`src/rtl/tc_pkg.sv`:
```
/*
  Package of the 16-bit timer/counter: register map, control fields,
  reset values and the carrier structs shared by the design.
  Assumes an 8-bit register port with a 3-bit word address.
*/
package tc_pkg;

  // ---------------------------------------------------------------
  // Register offsets
  // ---------------------------------------------------------------
  localparam logic [2:0] TC_OFS_CTRL = 3'h0;
  localparam logic [2:0] TC_OFS_CNT_LO = 3'h1;
  localparam logic [2:0] TC_OFS_CNT_HI = 3'h2;
  localparam logic [2:0] TC_OFS_IRQ_FLAGS = 3'h3;
  localparam logic [2:0] TC_OFS_IRQ_ENABLES = 3'h4;
  localparam logic [2:0] TC_OFS_OSC_CTRL = 3'h5;
  localparam logic [2:0] TC_OFS_PORT_DIR = 3'h6;
  localparam logic [2:0] TC_OFS_PORT_DATA = 3'h7;

  // ---------------------------------------------------------------
  // Field positions and reset values
  // ---------------------------------------------------------------
  localparam int TC_BIT_OVF = 0;
  localparam int TC_BIT_RUN = 6;
  localparam logic [7:0] TC_CTRL_RST = 8'h00;
  localparam logic [1:0] TC_DIR_RST = 2'h3;
  localparam logic [1:0] TC_SCS_RST = 2'h0;
  localparam logic [1:0] TC_SCS_TIMER_OSC = 2'h1;
  localparam logic [3:0] TC_CMP_SPECIAL_EVENT = 4'hB;
  localparam logic [15:0] TC_CNT_MAX = 16'hFFFF;

  // ---------------------------------------------------------------
  // Carrier types
  // ---------------------------------------------------------------
  typedef struct packed {
    logic wide_access_enable;
    logic sysclk_from_timer_osc;
    logic [1:0] prescale_select;
    logic osc_enable;
    logic sync_bypass;
    logic clock_source_select;
    logic timer_on;
  } tc_ctrl_t;

  typedef struct packed {
    logic [2:0] addr;
    logic [7:0] wdata;
    logic wr;
    logic rd;
  } tc_bus_req_t;

  typedef struct packed {
    logic [3:0] mode;
    logic match;
  } tc_cmp_evt_t;

endpackage

```
`src/rtl/tc_timer.sv`:
```
/*
  16-bit timer/counter with prescaler, external clock input, crystal
  oscillator controls, buffered 16-bit access and overflow flag.
  Assumes: one clock (the instruction-cycle clock), synchronous reset,
  compare-unit events arrive on this clock, pins and the clock mux
  status are asynchronous and sampled here.
*/
// Functional notes
// - Counting happens only while timer_on is set; clearing it holds the count.
// - Internal source counts every cycle; external source counts rising pin edges.
// - Prescale field divides input by 1, 2, 4 or 8.
// - External source is synchronised unless sync_bypass is set.
// - osc_enable turns the crystal amplifier and feedback on; off removes drain.
// - wide_access_enable selects buffered 16-bit or plain 8-bit byte access.
// - Status bit 6 reads one while system clock comes from timer oscillator.
// - Wide mode low-byte read copies live high byte into the buffer.
// - Wide mode low-byte write loads live high byte from buffer together.
// - High-byte writes keep prescaler; low-byte writes clear it.
// - While timer on, both pins are inputs and read back as zero.
// - Count wraps FFFF to 0000 and the wrap sets the overflow flag.
// - Interrupt request appears only while the overflow enable is set.
// - Oscillator enable is independent of any power-managed mode.
// - System clock select 01 requests clocking from the timer oscillator.
// - Configuration strap picks low or high drive; unprogrammed means high.
// - Compare special event trigger (mode 1011) clears the count, except when the external source runs with sync_bypass set.
// - A software count write wins over a coinciding trigger reset.
// - Trigger resets never set the overflow flag.
`timescale 1ns/100ps
module tc_timer
(
  input wire logic clock,
  input wire logic srst,
  input wire tc_pkg::tc_bus_req_t bus_req,
  output logic [7:0] rdata_q,
  output logic irq_q,
  input wire tc_pkg::tc_cmp_evt_t cmp1_evt,
  input wire tc_pkg::tc_cmp_evt_t cmp2_evt,
  input wire logic [1:0] pin_in,
  output logic [1:0] pin_out_q,
  output logic [1:0] pin_oe_n_q,
  output logic osc_amp_en_q,
  output logic osc_high_drive_q,
  input wire logic osc_low_power_config,
  output logic sysclk_sel_timer_osc_q,
  input wire logic sysclk_src_timer_osc
);
  import tc_pkg::*;

  // ---------------------------------------------------------------
  // Decoding helpers
  // ---------------------------------------------------------------
  function automatic logic [2:0] ps_limit(input logic [1:0] sel);
    case (sel)
      2'h0: ps_limit = 3'h0;
      2'h1: ps_limit = 3'h1;
      2'h2: ps_limit = 3'h3;
      default: ps_limit = 3'h7;
    endcase
  endfunction

  function automatic logic is_special(input tc_cmp_evt_t e);
    is_special = e.match && (e.mode == TC_CMP_SPECIAL_EVENT);
  endfunction

  // ---------------------------------------------------------------
  // State
  // ---------------------------------------------------------------
  tc_ctrl_t ctrl_q;
  logic [15:0] cnt_q;
  logic [15:0] cnt_d;
  logic [7:0] hi_buf_q;
  logic [2:0] ps_cnt_q;
  logic [2:0] ps_cnt_d;
  logic ovf_flag_q;
  logic ovf_en_q;
  logic [1:0] scs_q;
  logic [1:0] dir_q;
  logic [1:0] latch_q;
  logic [1:0] pin_s1_q;
  logic [1:0] pin_s2_q;
  logic ext_prev_q;
  logic edge_s1_q;
  logic edge_s2_q;
  logic run_s1_q;
  logic run_s2_q;

  // ---------------------------------------------------------------
  // Bus decode
  // ---------------------------------------------------------------
  wire wr_ctrl = bus_req.wr && (bus_req.addr == TC_OFS_CTRL);
  wire wr_lo = bus_req.wr && (bus_req.addr == TC_OFS_CNT_LO);
  wire wr_hi = bus_req.wr && (bus_req.addr == TC_OFS_CNT_HI);
  wire wr_flags = bus_req.wr && (bus_req.addr == TC_OFS_IRQ_FLAGS);
  wire wr_en = bus_req.wr && (bus_req.addr == TC_OFS_IRQ_ENABLES);
  wire wr_osc = bus_req.wr && (bus_req.addr == TC_OFS_OSC_CTRL);
  wire wr_dir = bus_req.wr && (bus_req.addr == TC_OFS_PORT_DIR);
  wire wr_data = bus_req.wr && (bus_req.addr == TC_OFS_PORT_DATA);
  wire rd_lo = bus_req.rd && (bus_req.addr == TC_OFS_CNT_LO);
  wire wide = ctrl_q.wide_access_enable;
  wire cnt_wr = wr_lo || (wr_hi && !wide);

  // ---------------------------------------------------------------
  // Count source
  // ---------------------------------------------------------------
  wire ext_rise = pin_s2_q[0] && !ext_prev_q;
  wire async_mode = ctrl_q.clock_source_select && ctrl_q.sync_bypass;
  wire src_tick = !ctrl_q.clock_source_select ? 1'b1 :
                  (ctrl_q.sync_bypass ? ext_rise : edge_s2_q);
  wire tick = ctrl_q.timer_on && src_tick;
  wire inc = tick && (ps_cnt_q >= ps_limit(ctrl_q.prescale_select));
  wire trig = (is_special(cmp1_evt) || is_special(cmp2_evt)) && !async_mode;
  wire wrap = inc && !cnt_wr && !trig && (cnt_q == TC_CNT_MAX);

  // ---------------------------------------------------------------
  // Counter next value
  // ---------------------------------------------------------------
  always_comb
  begin
    cnt_d = cnt_q;
    if (wr_lo)
    begin
      cnt_d = {wide ? hi_buf_q : cnt_q[15:8], bus_req.wdata};
    end
    else if (wr_hi && !wide)
    begin
      cnt_d = {bus_req.wdata, cnt_q[7:0]};
    end
    else if (trig)
    begin
      cnt_d = 16'h0000;
    end
    else if (inc)
    begin
      cnt_d = 16'(cnt_q + 16'h0001);
    end
  end

  always_comb
  begin
    ps_cnt_d = ps_cnt_q;
    if (wr_lo || trig)
    begin
      ps_cnt_d = 3'h0;
    end
    else if (inc)
    begin
      ps_cnt_d = 3'h0;
    end
    else if (tick)
    begin
      ps_cnt_d = 3'(ps_cnt_q + 3'h1);
    end
  end

  // ---------------------------------------------------------------
  // Input sampling
  // ---------------------------------------------------------------
  always_ff @(posedge clock)
  begin
    pin_s1_q <= pin_in;
    pin_s2_q <= pin_s1_q;
    run_s1_q <= sysclk_src_timer_osc;
    run_s2_q <= run_s1_q;
    ext_prev_q <= pin_s2_q[0];
  end

  always_ff @(posedge clock)
  begin
    if (srst)
    begin
      edge_s1_q <= 1'b0;
      edge_s2_q <= 1'b0;
    end
    else
    begin
      edge_s1_q <= ext_rise;
      edge_s2_q <= edge_s1_q;
    end
  end

  // ---------------------------------------------------------------
  // Counter, prescaler and buffer
  // ---------------------------------------------------------------
  always_ff @(posedge clock)
  begin
    if (srst)
    begin
      cnt_q <= 16'h0000;
      ps_cnt_q <= 3'h0;
      hi_buf_q <= 8'h00;
    end
    else
    begin
      cnt_q <= cnt_d;
      ps_cnt_q <= ps_cnt_d;
      if (rd_lo && wide)
        hi_buf_q <= cnt_q[15:8];
      else if (wr_hi && wide)
        hi_buf_q <= bus_req.wdata;
    end
  end

  // ---------------------------------------------------------------
  // Control and side registers
  // ---------------------------------------------------------------
  always_ff @(posedge clock)
  begin
    if (srst)
    begin
      ctrl_q <= TC_CTRL_RST;
      ovf_en_q <= 1'b0;
      scs_q <= TC_SCS_RST;
      dir_q <= TC_DIR_RST;
      latch_q <= 2'h0;
    end
    else
    begin
      if (wr_ctrl)
      begin
        ctrl_q <= bus_req.wdata;
        ctrl_q.sysclk_from_timer_osc <= 1'b0;
      end
      if (wr_en)
        ovf_en_q <= bus_req.wdata[TC_BIT_OVF];
      if (wr_osc)
        scs_q <= bus_req.wdata[1:0];
      if (wr_dir)
        dir_q <= bus_req.wdata[1:0];
      if (wr_data)
        latch_q <= bus_req.wdata[1:0];
    end
  end

  always_ff @(posedge clock)
  begin
    if (srst)
      ovf_flag_q <= 1'b0;
    else if (wrap)
      ovf_flag_q <= 1'b1;
    else if (wr_flags)
      ovf_flag_q <= bus_req.wdata[TC_BIT_OVF];
  end

  // ---------------------------------------------------------------
  // Read data
  // ---------------------------------------------------------------
  tc_ctrl_t ctrl_rd;
  logic [7:0] rd_mux;
  always_comb
  begin
    ctrl_rd = ctrl_q;
    ctrl_rd.sysclk_from_timer_osc = run_s2_q;
    case (bus_req.addr)
      TC_OFS_CTRL: rd_mux = ctrl_rd;
      TC_OFS_CNT_LO: rd_mux = cnt_q[7:0];
      TC_OFS_CNT_HI: rd_mux = wide ? hi_buf_q : cnt_q[15:8];
      TC_OFS_IRQ_FLAGS: rd_mux = {7'h00, ovf_flag_q};
      TC_OFS_IRQ_ENABLES: rd_mux = {7'h00, ovf_en_q};
      TC_OFS_OSC_CTRL: rd_mux = {6'h00, scs_q};
      TC_OFS_PORT_DIR: rd_mux = {6'h00, dir_q};
      TC_OFS_PORT_DATA: rd_mux = {6'h00,
                                  ctrl_q.timer_on ? 2'h0 : pin_s2_q};
      default: rd_mux = 8'h00;
    endcase
  end

  // ---------------------------------------------------------------
  // Outputs
  // ---------------------------------------------------------------
  always_ff @(posedge clock)
  begin
    if (srst)
    begin
      rdata_q <= 8'h00;
      irq_q <= 1'b0;
      pin_out_q <= 2'h0;
      pin_oe_n_q <= 2'h3;
      osc_amp_en_q <= 1'b0;
      osc_high_drive_q <= 1'b1;
      sysclk_sel_timer_osc_q <= 1'b0;
    end
    else
    begin
      rdata_q <= bus_req.rd ? rd_mux : 8'h00;
      irq_q <= ovf_flag_q && ovf_en_q;
      pin_out_q <= latch_q;
      pin_oe_n_q <= ctrl_q.timer_on ? 2'h3 : dir_q;
      osc_amp_en_q <= ctrl_q.osc_enable;
      osc_high_drive_q <= !osc_low_power_config;
      sysclk_sel_timer_osc_q <= (scs_q == TC_SCS_TIMER_OSC);
    end
  end

  // ---------------------------------------------------------------
  // Checks
  // ---------------------------------------------------------------
  property p_hold_off;
    @(posedge clock) disable iff (srst)
    !ctrl_q.timer_on && !cnt_wr && !trig |=> $stable(cnt_q);
  endproperty
  a_hold_off: assert property (p_hold_off)
    else $error("count moved while timer off");

  property p_prescale;
    @(posedge clock) disable iff (srst)
    inc && !cnt_wr && !trig |=> cnt_q == 16'($past(cnt_q) + 16'h0001);
  endproperty
  a_prescale: assert property (p_prescale)
    else $error("prescaler terminal count did not advance count");

  property p_snapshot;
    @(posedge clock) disable iff (srst)
    rd_lo && wide |=> hi_buf_q == $past(cnt_q[15:8]);
  endproperty
  a_snapshot: assert property (p_snapshot)
    else $error("high buffer not loaded on low read");

  property p_atomic;
    @(posedge clock) disable iff (srst)
    wr_lo && wide |=> cnt_q == {$past(hi_buf_q), $past(bus_req.wdata)};
  endproperty
  a_atomic: assert property (p_atomic)
    else $error("wide write not atomic");

  property p_ps_clear;
    @(posedge clock) disable iff (srst)
    wr_lo ##1 !tick |-> ps_cnt_q == 3'h0;
  endproperty
  a_ps_clear: assert property (p_ps_clear)
    else $error("prescaler not cleared by low write");

  property p_pins_in;
    @(posedge clock) disable iff (srst)
    ctrl_q.timer_on |=> pin_oe_n_q == 2'h3;
  endproperty
  a_pins_in: assert property (p_pins_in)
    else $error("pin driven while timer on");

  property p_wrap;
    @(posedge clock) disable iff (srst)
    wrap |=> ovf_flag_q && cnt_q == 16'h0000 ##1 irq_q == ovf_en_q;
  endproperty
  a_wrap: assert property (p_wrap)
    else $error("wrap did not clear count or set flag");

  property p_mask;
    @(posedge clock) disable iff (srst)
    !ovf_en_q [*2] |-> !irq_q;
  endproperty
  a_mask: assert property (p_mask)
    else $error("request while masked");

  property p_trig;
    @(posedge clock) disable iff (srst)
    trig && !cnt_wr |=> cnt_q == 16'h0000 && ovf_flag_q == $past(ovf_flag_q)
      || $past(wr_flags);
  endproperty
  a_trig: assert property (p_trig)
    else $error("trigger did not clear count or touched flag");

  property p_write_wins;
    @(posedge clock) disable iff (srst)
    trig && wr_lo |=> cnt_q[7:0] == $past(bus_req.wdata);
  endproperty
  a_write_wins: assert property (p_write_wins)
    else $error("trigger overrode write");

  property p_osc;
    @(posedge clock) disable iff (srst)
    ctrl_q.osc_enable [*2] |-> osc_amp_en_q;
  endproperty
  a_osc: assert property (p_osc)
    else $error("oscillator amplifier off while enabled");

endmodule

```
`config.mk`:
```
export PLATFORM = sky130hd
export DESIGN_NAME = tc_timer
export DESIGN_NICKNAME = d
export VERILOG_FILES = /design/src/rtl/tc_pkg.sv /design/src/rtl/tc_timer.sv
export SDC_FILE = /design/constraint.sdc
export NUM_CORES = 1
export LEC_CHECK = 0
export BUFFER_PORTS_ARGS = -buffer_cell sky130_fd_sc_hd__buf_2
export CORE_AREA = 2 2 109 111
export CTS_BUF_LIST = sky130_fd_sc_hd__clkbuf_4
export CTS_CLUSTER_DIAMETER = 30
export CTS_CLUSTER_SIZE = 30
export DETAILED_ROUTE_END_ITERATION = 10
export DIE_AREA = 0 0 111 113
export GPL_TIMING_DRIVEN = 0
export PLACE_DENSITY_LB_ADDON = 0.2
export SETUP_SLACK_MARGIN = 0.2
export SYNTH_ARGS = -nofsm -noshare
export SYNTH_HDL_FRONTEND = slang
export SYNTH_SLANG_ARGS = --single-unit
export TNS_END_PERCENT = 100
```
`constraint.sdc`:
```
create_clock -name clock -period 5.35 [get_ports clock]
set_input_delay 1.07 -clock clock [delete_from_list [all_inputs] [get_ports clock]]
set_output_delay 1.07 -clock clock [all_outputs]
set_load 0.05 [all_outputs]
```
==> results of run 1 <==
[per-layer routing]
| metal | track usage [%] | vias to the layer above | part of all wire, % |
|---|---|---|---|
| met2 | 26.2 | 117 | 44 |
| li1 | - | 1431 | - |
| met5 | 0 | - | 0 |
| met4 | 6.42 | 0 | 1.8 |
| met3 | 3.43 | 17 | 7.1 |
| met1 | 22.3 | 1373 | 47 |
[layout by cell type, fill, tap and decap left out, types with 5 or more instances in the layout]
cell type / synthesis / routed
sky130_fd_sc_hd__ha_1: 5 / 5
sky130_fd_sc_hd__inv_1: 8 / 8
sky130_fd_sc_hd__o21ai_0: 9 / 9
sky130_fd_sc_hd__and2_1: 8 / 8
sky130_fd_sc_hd__nand4_1: 6 / 6
sky130_fd_sc_hd__clkbuf_4: 0 / 9
sky130_fd_sc_hd__mux2i_1: 37 / 37
sky130_fd_sc_hd__a32o_1: 5 / 5
sky130_fd_sc_hd__nor2_1: 34 / 34
sky130_fd_sc_hd__nor2b_1: 10 / 10
sky130_fd_sc_hd__a211oi_1: 14 / 14
sky130_fd_sc_hd__o22ai_1: 6 / 6
sky130_fd_sc_hd__dfxtp_1: 67 / 67
sky130_fd_sc_hd__nand2_1: 29 / 29
sky130_fd_sc_hd__clkbuf_1: 10 / 10
sky130_fd_sc_hd__nand3_1: 11 / 11
sky130_fd_sc_hd__a21oi_1: 18 / 18
sky130_fd_sc_hd__nor3_1: 10 / 10
sky130_fd_sc_hd__buf_2: 7 / 48
sky130_fd_sc_hd__and3_1: 5 / 5
[registers in the layout, indices dropped and copies added, names as in the netlist, 2 cells and up]
name / cells
cnt_q: 16
hi_buf_q: 8
rdata_q: 8
ctrl_q: 6
ps_cnt_q: 3
dir_q: 2
latch_q: 2
pin_oe_n_q: 2
pin_out_q: 2
pin_s1_q: 2
pin_s2_q: 2
scs_q: 2
[cell families after synthesis]
logic type	count (synthesis)
AND/OR/NAND/NOR	138
AO/OA/AOI/OAI	80
flip-flops	67
multiplexers	40
buffers and inverters	30
adder cells (fa/ha/maj)	5
XOR/XNOR	4
[critical path: cells and delay by family]
family	cells	cell delay (ns)
compound gates	2	0.60
buf+inv	2	0.49
simple gates	3	0.57
[stage by stage]
stage / std cells / hold slack (ns) / utilization (%)
after floorplan: 364 / 0.310 / -
after global placement: 548 / 0.311 / 32.8
after detailed placement: 548 / 0.313 / 32.8
after CTS: 564 / 0.341 / 34.3
after global routing: 564 / 0.348 / 34.3
final: 564 / 0.340 / 34.3
[area by class of cell]
class                      instances  area [um^2]  share of cell area, %
timing repair buffer              41          205                   5.31
inverter                           8         30.0                  0.778
clock inverter                     7         92.6                   2.40
tap                              143          179                   4.63
sequential                        67         1340                   34.7
buffer                            22          103                   2.66
multi-input combinational        267         1840                   47.7
clock buffer                       9         67.6                   1.75
[power breakdown]
group          leakage (uW)  switching [uW]  internal (uW)
Sequential         0.000544            7.86            509
Combinational      0.000948            66.7           38.2
Clock             0.0000796             207            187
[worst max path at each step]
| stage | from | to | slack (ns) | depth (start not counted) |
|---|---|---|---|---|
| 2_1_floorplan | bus_req[12] | ctrl_q[4] | 2.91 | 7 |
| 3_3_place_gp | bus_req[10] | hi_buf_q[6] | 2.55 | 7 |
| 3_5_place_dp | bus_req[10] | hi_buf_q[7] | 2.52 | 7 |
| 4_1_cts | bus_req[10] | hi_buf_q[7] | 2.98 | 7 |
| 5_1_grt | bus_req[10] | hi_buf_q[7] | 2.78 | 7 |
| 6_report | bus_req[10] | hi_buf_q[6] | 2.98 | 7 |
==> impl_metrics.env, run 1 <==
export IMPL_synth_compound_area_share_pct=17.4
export IMPL_synth_avg_cell_area_um2=9.11
export IMPL_ys_types=56
export IMPL_cts_hold_buffers_added=0
export IMPL_crit_chain="buf_2 -> nor2b_2 -> nand2b_1 -> o21ai_2 -> buf_2 -> nor2_1 -> a211oi_1"
export IMPL_ctsLongestPathBuffers=2
export IMPL_grt_total_usage_pct=16.6
export IMPL_placement_rows=39
export IMPL_initialDrtViolationCount=190
export IMPL_antenna_cells_inserted=0
export IMPL_via_count_of_the_first_global_routing_pass=2841
export IMPL_dpl_worst_slack_ns=2.52
export IMPL_synth_simple_gate_area_share_pct=22.4
export IMPL_maxSlewHeadroom_pct=49.3
export IMPL_first_pass_iters=5
export IMPL_timing_final_ws_setup_ns=2.98
export IMPL_ys_seq_elements=67
export IMPL_detailedPlacementHpwl_um=7390
export IMPL_nNetsFinal=450
export IMPL_area_after_dpl_mm2=0.00370
export IMPL_crit_path_start_kind="input pin"
export IMPL_cts_htree_levels=3
export IMPL_synthDominantCellAreaShare_pct=40.4
export IMPL_clkTransAtPathRegs_ns=0.11
export IMPL_antenna_left=0
export IMPL_grt_pass1_wl_um=16000
export IMPL_tightest_slew_ns=0.760
export IMPL_grt_antenna_before_repair=0
export IMPL_viasPerCell=5.21
export IMPL_crit_path_frequent_cell="sky130_fd_sc_hd__buf_2"
export IMPL_tritoncts_num_buffers=9
export IMPL_place_congestion=0.871
export IMPL_tot_pwr_uw=1020
export IMPL_initial_core_util_pct=29.4
export IMPL_area_growth_syn_to_layout_pct=16.4
export IMPL_clock_fmax_ghz=0.422
export IMPL_clock_insertion_delay_worst_skew_ns=0.45
export IMPL_post_synth_fa_ha_maj_area_fraction_pct=1.89
export IMPL_grt_remaining_overflow=0
export IMPL_power_per_cell_area_mw_per_mm2=263
export IMPL_setup_tns_final_ns=0
export IMPL_whs_path_depth=0
export IMPL_whs_endpoint="run_s2_q"
export IMPL_synth_top_cells_by_count="sky130_fd_sc_hd__dfxtp_1, sky130_fd_sc_hd__mux2i_1, sky130_fd_sc_hd__nor2_1, sky130_fd_sc_hd__nand2_1, sky130_fd_sc_hd__a21oi_1"
export IMPL_slowest_stage="sky130_fd_sc_hd__o21ai_2"
export IMPL_layout_worst_path_cycle_share_pct=44.3
export IMPL_setup_violations_final=0
export IMPL_wirelength_um=10000
export IMPL_die_area_mm2=0.0125
export IMPL_synth_top_family_by_area="simple AND/OR/NAND/NOR gates"
export IMPL_syn_num_nets=398
export IMPL_routed_wire_length_per_instance_um=17.8
export IMPL_ys_top_cells_by_area="sky130_fd_sc_hd__dfxtp_1, sky130_fd_sc_hd__mux2i_1, sky130_fd_sc_hd__nor2_1"
export IMPL_filler_cell_count=1193
export IMPL_arrival_ns=2.74
export IMPL_ios=45
export IMPL_cts_resized=0
export IMPL_synth_xor_area_share_pct=1.06
export IMPL_r2r_worst_path_cells=9
export IMPL_vias=2938
export IMPL_die_y_um=113
export IMPL_setup_worst_path_end_class="register"
export IMPL_critical_path_max_stage_delay_ns=0.40
export IMPL_drcViolationCount=0
export IMPL_hp_class="register to register"
export IMPL_max_cap_violations=0
export IMPL_path_class="input pin to register"
export IMPL_worst_r2r_startpoint="ctrl_q[4]"
export IMPL_yosysWarnings=0
export IMPL_crit_path_max_fanout=10
export IMPL_fp_dieW_um=111
export IMPL_hp_start="run_s1_q"
export IMPL_clk_sinks=67
export IMPL_synth_cells=364
export IMPL_asyncSetResetFlopFracSynth_pct=0
export IMPL_final_standard_cell_area_without_fillers_mm2=0.00386
export IMPL_tritoncts="done"
export IMPL_fin_skew_ns=0.0120
export IMPL_number_of_flops_mapped_to_enable_cells_by_yosys=0
export IMPL_fp_coreArea_mm2=0.0113
export IMPL_finalCriticalPeriod_ns=2.37
export IMPL_postSynth_topFlopCell="sky130_fd_sc_hd__dfxtp_1"
export IMPL_rrSetupSlack_ns=3.15
export IMPL_worst_ir_drop_vdd_uv=83.6
export IMPL_cts_root_buf="sky130_fd_sc_hd__clkbuf_4"
export IMPL_report_final_hold_viol_count=0
export IMPL_result_of_the_run="finished clean"
export IMPL_sequential_to_total_area_share_from_yosys_stat_pct=40.4
export IMPL_synthDominantAreaCellType="sky130_fd_sc_hd__dfxtp_1"
export IMPL_slew_viol_final=0
export IMPL_rr_endpoint="cnt_q[15]"
export IMPL_rsz0062_at_grt="no"
export IMPL_p_leak_uw=0.00157
export IMPL_postCtsSetupRepairBufs=0
export IMPL_port_buffers=41
export IMPL_synthesis_area_mm2=0.00332
export IMPL_drive_gt1_share_pct=20.4
export IMPL_critical_path_required_ns=5.72
export IMPL_muxShareOfSynthArea_pct=12.9
export IMPL_most_numerous_cell_in_the_yosys_netlist="sky130_fd_sc_hd__dfxtp_1"
export IMPL_grt_max_degree=13
Note: power is estimated with default switching activity, not from simulation.
==> run 2, diff against run 1 <==
Clock period 5.35 ns to 2 ns, I/O delays scaled along.
==> run 2 against run 1 <==
Against the previous run:
- worst hold slack got worse by 0.30 ns
- critical path type is now register to register
- first-iteration DRC count fell by 6.3%
- largest cell class unchanged
- critical endpoint is now cnt_q[9]
- power rose to 2.7 times the previous value
- final cell count is 1.2% higher
- clock-buffer cell count did not move
==> impl_metrics.env, run 2 (synthesized netlist as in run 1, its figures left out) <==
export IMPL_result_of_the_run="finished clean"
export IMPL_crit_chain="or2_4 -> ha_4 -> nor2b_4 -> o21ai_4 -> nand2_4 -> nand3_4 -> clkbuf_16 -> o221a_2"
export IMPL_largest_register="cnt_q"
export IMPL_largest_register_ffs=16
export IMPL_crit_path_max_fanout=6
export IMPL_r2r_worst_path_cells=8
export IMPL_clk_sinks=67
export IMPL_drt_met1_wl_um=4600
export IMPL_finalCriticalPeriod_ns=1.86
export IMPL_setup_worst_path_end_class="register"
export IMPL_fp_coreArea_mm2=0.0113
export IMPL_layout_worst_path_cycle_share_pct=92.8
export IMPL_via_count_of_the_first_global_routing_pass=2959
export IMPL_worst_ir_drop_vdd_uv=238
export IMPL_slew_viol_final=0
export IMPL_fp_dieW_um=111
export IMPL_initial_core_util_pct=29.4
export IMPL_ios=45
export IMPL_max_cap_violations=0
export IMPL_fin_util_pct=36.5
export IMPL_wirelength_um=10400
export IMPL_clkTransAtPathRegs_ns=0.12
export IMPL_detailedPlacementHpwl_um=7460
export IMPL_initialDrtViolationCount=178
export IMPL_slowest_stage="sky130_fd_sc_hd__dfxtp_2"
export IMPL_cts_hold_buffers_added=0
export IMPL_wl_met3_um=613
export IMPL_placement_rows=39
export IMPL_grt_pass1_wl_um=16300
export IMPL_place_congestion=0.836
export IMPL_critical_path_required_ns=2.35
export IMPL_most_common_layout_cells="sky130_fd_sc_hd__dfxtp_1, sky130_fd_sc_hd__buf_2, sky130_fd_sc_hd__mux2i_1, sky130_fd_sc_hd__nor2_1, sky130_fd_sc_hd__nand2_1"
export IMPL_whs_path_depth=1
export IMPL_arrival_ns=2.21
export IMPL_ctsLongestPathBuffers=2
export IMPL_rrSetupSlack_ns=0.14
export IMPL_port_buffers=41
export IMPL_grt_max_degree=13
export IMPL_first_pass_iters=4
export IMPL_drive_gt1_share_pct=30.1
export IMPL_area_growth_syn_to_layout_pct=24.0
export IMPL_worst_path_dominant_cell_family="simple AND/OR/NAND/NOR gates"
export IMPL_filler_cell_count=1153
export IMPL_viasPerCell=5.23
export IMPL_cts_htree_levels=3
export IMPL_dr_max_layer_used="met4"
export IMPL_reg_largest_list="cnt_q x16, hi_buf_q x8, rdata_q x8"
export IMPL_nNetsFinal=457
export IMPL_clock_insertion_delay_worst_skew_ns=0.45
export IMPL_crit_path_start_kind="register"
export IMPL_rsz0062_at_grt="yes"
export IMPL_hp_class="input pin to register"
export IMPL_whs_endpoint="run_s1_q"
export IMPL_grt_antenna_before_repair=0
export IMPL_hp_start="sysclk_src_timer_osc"
export IMPL_critical_path_max_stage_delay_ns=0.34
export IMPL_p_leak_uw=0.00169
export IMPL_antenna_left=0
export IMPL_worst_r2r_startpoint="ctrl_q[5]"
export IMPL_grt_total_usage_pct=17.0
export IMPL_routed_wire_length_per_instance_um=18.2
export IMPL_die_y_um=113
export IMPL_fin_skew_ns=0.0159
export IMPL_cts_root_buf="sky130_fd_sc_hd__clkbuf_4"
export IMPL_final_hold_worst_slack_ns=0.0382
export IMPL_vias=2985
export IMPL_rr_endpoint="cnt_q[9]"
export IMPL_maxSlewHeadroom_pct=52.0
export IMPL_report_final_hold_viol_count=0
export IMPL_die_area_mm2=0.0125
export IMPL_drcViolationCount=0
export IMPL_met2_wirelength_um=4970
export IMPL_cp_num_buf_inv=1
export IMPL_tritoncts_num_buffers=9
export IMPL_setup_violations_final=0
export IMPL_clock_fmax_ghz=0.539
export IMPL_path_class="register to register"
export IMPL_tritoncts="done"
export IMPL_antenna_cells_inserted=0
export IMPL_grt_remaining_overflow=0
export IMPL_power_per_cell_area_mw_per_mm2=668
export IMPL_tightest_slew_ns=0.720
export IMPL_layout_cells_most_common="sky130_fd_sc_hd__dfxtp_1"
run 2: cell count changes in the layout (fill, tap and decap cells not counted), moves of 3 or more:
cell	previous run	this run
sky130_fd_sc_hd__a211oi_2	0	3
sky130_fd_sc_hd__buf_4	3	9
sky130_fd_sc_hd__ha_1	5	2
sky130_fd_sc_hd__dfxtp_1	67	55
sky130_fd_sc_hd__a211oi_1	14	11
sky130_fd_sc_hd__dfxtp_2	0	12
run 2: area by class of cell:
type | count | area, um^2 | share of cell area [%]
tap | 143 | 179 | 4.35
timing repair buffer | 48 | 275 | 6.69
clock buffer | 9 | 67.6 | 1.64
clock inverter | 7 | 91.3 | 2.22
sequential | 67 | 1360 | 33.0
buffer | 22 | 116 | 2.83
multi-input combinational | 267 | 2000 | 48.6
inverter | 8 | 30.0 | 0.730
run 2: metrics by stage:
stage	area, um^2	setup slack (ns)	instances	total power (uW)	setup TNS, ns
finish	4110	0.145	571	2750	0
floorplan	3330	0.195	364	1590	0
global route	4110	0.0579	571	2860	0
CTS	3970	0.0701	569	2740	0
global placement	3710	-0.122	548	1690	-1.43
detailed placement	3710	-0.175	548	1690	-1.82
run 2: worst register-to-register path: cells and delay by family (launching register included):
family                   cells  cell delay [ns]
AO/OA/AOI/OAI                2             0.33
buffers and inverters        1             0.20
adder cells (fa/ha/maj)      1             0.24
flip-flops                   1             0.34
AND/OR/NAND/NOR              4             0.65
run 2: report_power, final:
| part | total (uW) | switching, uW | internal, uW |
|---|---|---|---|
| logic | 320 | 195 | 124 |
| clock network | 1050 | 543 | 504 |
| registers | 1380 | 20.7 | 1360 |
| total | 2750 | 759 | 1990 |
run 2: worst max path at each step:
stage	startpoint	to	slack, ns	cells after the start
after floorplan	ctrl_q[4]	cnt_q[14]	0.20	8
final	ctrl_q[5]	cnt_q[9]	0.14	8
after CTS	ctrl_q[4]	cnt_q[4]	0.07	8
after global placement	bus_req[10]	hi_buf_q[6]	-0.12	7
after global routing	ctrl_q[1]	cnt_q[6]	0.06	7
after detailed placement	bus_req[10]	hi_buf_q[6]	-0.17	7
run 2: repair_timing:
item                       CTS  global route
setup endpoints to repair   19            22
cloned                       0             1
gates resized for setup     20            27
pin swaps                   10            10
setup buffers                5             1
run 2: layer usage:
metal	global-route usage [%]	up-vias
li1	-	1447
met1	21.1	1420
met2	27.6	97
met3	3.91	21
met4	8.67	0
met5	0	-
==> run 3, diff against run 2 <==
Settings changed: ABC_AREA set to 1, CORE_AREA 2 2 109 111 to 2 2 86 88, DIE_AREA 0 0 111 113 to 0 0 88 90.
==> run 3 against run 2 <==
Against the previous run:
- clock power down 27%
- flip-flop and latch count stayed put
- die area shrank 37%
- final cell count is 18% higher
- sequential power rose by 4%
- global-route usage grew 7.8 points
- largest cell class unchanged
- sequential share of layout area grew 0.70 points
- first-iteration DRC count rose by 26%
- routed wire length shrank 9.7%
- synthesized cell count is 40% higher
- maximum frequency grew 9.3%
==> impl_metrics.env, run 3 <==
export IMPL_yosysWarnings=0
export IMPL_postSynth_topFlopCell="sky130_fd_sc_hd__dfxtp_1"
export IMPL_cts_root_buf="sky130_fd_sc_hd__clkbuf_4"
export IMPL_detailedPlacementHpwl_um=6980
export IMPL_routed_wire_length_per_instance_um=14.0
export IMPL_grt_antenna_before_repair=0
export IMPL_syn_num_nets=543
export IMPL_sequential_to_total_area_share_from_yosys_stat_pct=39.0
export IMPL_crit_path_max_fanout=8
export IMPL_fin_skew_ns=0.0190
export IMPL_ys_top_cells_by_area="sky130_fd_sc_hd__dfxtp_1, sky130_fd_sc_hd__nand2_1, sky130_fd_sc_hd__nor2_1"
export IMPL_p_leak_uw=0.00187
export IMPL_maxSlewHeadroom_pct=64.2
export IMPL_crit_path_start_kind="register"
export IMPL_placement_rows=31
export IMPL_whs_path_depth=1
export IMPL_largest_register_ffs=16
export IMPL_wl_met3_um=682
export IMPL_filler_cell_count=697
export IMPL_drcViolationCount=0
export IMPL_number_of_flops_mapped_to_enable_cells_by_yosys=0
export IMPL_final_instance_count_without_filler_cells=672
export IMPL_whs_endpoint="pin_s1_q[1]"
export IMPL_synthesis_area_mm2=0.00344
export IMPL_critical_path_required_ns=2.36
export IMPL_hp_class="input pin to register"
export IMPL_largest_register="cnt_q"
export IMPL_rr_endpoint="cnt_q[12]"
export IMPL_vias=3521
export IMPL_setup_tns_final_ns=0
export IMPL_cts_hold_buffers_added=0
export IMPL_dr_max_layer_used="met4"
export IMPL_ys_types=30
export IMPL_power_combinational_fraction_pct=16.3
export IMPL_antenna_left=0
export IMPL_ys_seq_elements=67
export IMPL_most_common_layout_cells="sky130_fd_sc_hd__nand2_1, sky130_fd_sc_hd__nor2_1, sky130_fd_sc_hd__dfxtp_1, sky130_fd_sc_hd__inv_1, sky130_fd_sc_hd__buf_2"
export IMPL_ctsLongestPathBuffers=2
export IMPL_clock_insertion_delay_worst_skew_ns=0.43
export IMPL_switchingPower_uw=855
export IMPL_rrSetupSlack_ns=0.30
export IMPL_synthDominantCellAreaShare_pct=39.0
export IMPL_crit_chain="inv_2 -> ha_1 -> nand3_1 -> nand3_2 -> nand3_4 -> nand2_4 -> nor2_8 -> inv_4 -> nand2_1 -> nor2_1 -> nor2_1"
export IMPL_cts_htree_levels=3
export IMPL_crit_path_frequent_cell="sky130_fd_sc_hd__nor2_1"
export IMPL_antenna_cells_inserted=0
export IMPL_asyncSetResetFlopFracSynth_pct=0
export IMPL_critical_path_max_stage_delay_ns=0.37
export IMPL_setup_worst_path_end_class="register"
export IMPL_drive_gt1_share_pct=18.3
export IMPL_clock_fmax_ghz=0.589
export IMPL_first_pass_iters=5
export IMPL_synth_cells=509
export IMPL_finalCriticalPeriod_ns=1.70
export IMPL_grt_max_degree=13
export IMPL_synth_avg_cell_area_um2=6.76
export IMPL_slew_viol_final=0
export IMPL_dpl_worst_slack_ns=0.0971
export IMPL_clock_power_share_pct=29.2
export IMPL_report_final_hold_viol_count=0
export IMPL_arrival_ns=2.06
export IMPL_worst_r2r_startpoint="ctrl_q[5]"
export IMPL_nNetsFinal=602
export IMPL_clk_sinks=67
export IMPL_ios=45
export IMPL_reg_largest_list="cnt_q x16, hi_buf_q x8, rdata_q x8"
export IMPL_intPower_uw=1780
export IMPL_setup_violations_final=0
export IMPL_power_switching_share_pct=32.4
export IMPL_fp_coreArea_mm2=0.00702
export IMPL_initial_core_util_pct=49.0
export IMPL_via_count_of_the_first_global_routing_pass=3111
export IMPL_layout_worst_path_cycle_share_pct=84.9
export IMPL_slowest_stage="sky130_fd_sc_hd__dfxtp_2"
export IMPL_rsz0062_at_grt="no"
export IMPL_die_area_mm2=0.00792
export IMPL_grt_remaining_overflow=0
export IMPL_power_per_cell_area_mw_per_mm2=658
export IMPL_cp_num_buf_inv=2
export IMPL_worst_ir_drop_vdd_uv=480
export IMPL_numPlacedInstances=651
export IMPL_hp_start="pin_in[1]"
export IMPL_synthDominantAreaCellType="sky130_fd_sc_hd__dfxtp_1"
export IMPL_timing_final_ws_setup_ns=0.302
export IMPL_path_class="register to register"
export IMPL_met2_wirelength_um=4390
export IMPL_worst_path_dominant_cell_family="simple AND/OR/NAND/NOR gates"
export IMPL_synth_top_cells_by_count="sky130_fd_sc_hd__nand2_1, sky130_fd_sc_hd__dfxtp_1, sky130_fd_sc_hd__nor2_1, sky130_fd_sc_hd__inv_1, sky130_fd_sc_hd__a21oi_1"
export IMPL_place_congestion=0.949
export IMPL_tritoncts_num_buffers=9
export IMPL_layout_cells_most_common="sky130_fd_sc_hd__nand2_1"
export IMPL_seqPwrFrac_pct=54.5
export IMPL_most_numerous_cell_in_the_yosys_netlist="sky130_fd_sc_hd__nand2_1"
export IMPL_max_cap_violations=0
export IMPL_wirelength_um=9410
export IMPL_tightest_slew_ns=0.538
export IMPL_area_growth_syn_to_layout_pct=16.5
export IMPL_tritoncts="done"
export IMPL_port_buffers=43
export IMPL_viasPerCell=5.24
export IMPL_fp_dieW_um=88
export IMPL_clkTransAtPathRegs_ns=0.13
export IMPL_initialDrtViolationCount=224
export IMPL_grt_pass1_wl_um=15100
export IMPL_grt_total_usage_pct=24.8
export IMPL_result_of_the_run="finished clean"
export IMPL_die_y_um=90
export IMPL_drt_met1_wl_um=4170
export IMPL_r2r_worst_path_cells=11
## run 3: cell count changes in the layout (fill, tap and decap cells not counted), moves of 7 or more
cell	delta
sky130_fd_sc_hd__o21ai_0	+37
sky130_fd_sc_hd__nor2b_1	-9
sky130_fd_sc_hd__mux2i_1	-37
sky130_fd_sc_hd__nand2_1	+106
sky130_fd_sc_hd__inv_1	+47
sky130_fd_sc_hd__xor2_1	+7
sky130_fd_sc_hd__nand3_1	+11
sky130_fd_sc_hd__a211oi_1	-11
sky130_fd_sc_hd__a21oi_1	+30
sky130_fd_sc_hd__nor2_1	+31
## run 3: cell type report
cell class | instances | area (um^2) | area share [%]
clock inverters | 7 | 43.8 | 1.09
well taps | 99 | 124 | 3.09
plain buffers | 14 | 75.1 | 1.87
multi-input cells | 366 | 1860 | 46.5
inverters | 63 | 241 | 6.03
repair buffers | 47 | 243 | 6.06
flip-flops and latches | 67 | 1350 | 33.7
clock buffers | 9 | 67.6 | 1.69
## run 3: metrics by stage
| stage | area, um^2 | power (uW) | hold slack [ns] | util, % |
|---|---|---|---|---|
| after CTS | 3930 | 2640 | 0.0486 | 55.9 |
| after global placement | 3780 | 1860 | 0.311 | 53.8 |
| after floorplan | 3440 | 1740 | 0.310 | - |
| after detailed placement | 3780 | 1870 | 0.312 | 53.8 |
| after global routing | 4010 | 2780 | 0.0305 | 57.1 |
| final | 4010 | 2640 | 0.0561 | 57.1 |
## run 3: worst reg2reg max path: cells and delay by family, from the launching register on
kind                     cells  cell delay [ns]
flip-flops                   1             0.37
AND/OR/NAND/NOR              8             0.81
adder cells (fa/ha/maj)      1             0.32
buffers and inverters        2             0.14
## run 3: logic make-up after synthesis
| group | Yosys count | synth area share (%) |
|---|---|---|
| xor gates and xnor gates | 9 | 2.29 |
| DFF | 67 | 39.0 |
| and+or+nand+nor | 246 | 31.4 |
| buffers and inverters | 77 | 9.09 |
| AOI/OAI and AO/OA | 105 | 16.4 |
| adders and majority gates | 5 | 1.82 |
## run 3: per-layer routing
metal	vias up	GRT usage [%]
met5	-	0
met4	0	7.69
met3	14	6.52
met2	142	38.6
met1	1596	33.3
li1	1769	-
## run 3: worst max-delay path by stage
stage	from	to	slack (ns)	cells past startpoint
after floorplan	ctrl_q[5]	cnt_q[1]	0.40	11
after global placement	bus_req[1]	cnt_q[1]	0.12	8
after detailed placement	ctrl_q[5]	cnt_q[0]	0.1	11
after CTS	ctrl_q[5]	cnt_q[0]	0.19	12
after global routing	ctrl_q[4]	cnt_q[2]	0.18	13
final	ctrl_q[5]	cnt_q[12]	0.30	11
## run 3: power by group through the flow
stage / registers [uW] / clock network (uW) / logic, uW
final: 1440 / 770 / 430
after global routing: 1450 / 855 / 480
after CTS: 1430 / 788 / 414
after detailed placement: 1460 / 0 / 404
after global placement: 1460 / 0 / 396
after floorplan: 1470 / 0 / 262
## run 3: what timing repair did
action | CTS | global route
gates cloned | 1 | 1
setup buffers | 1 | 2
pin swaps | 2 | 3
endpoints found under the setup margin | 16 | 17
gates resized for setup | 4 | 17
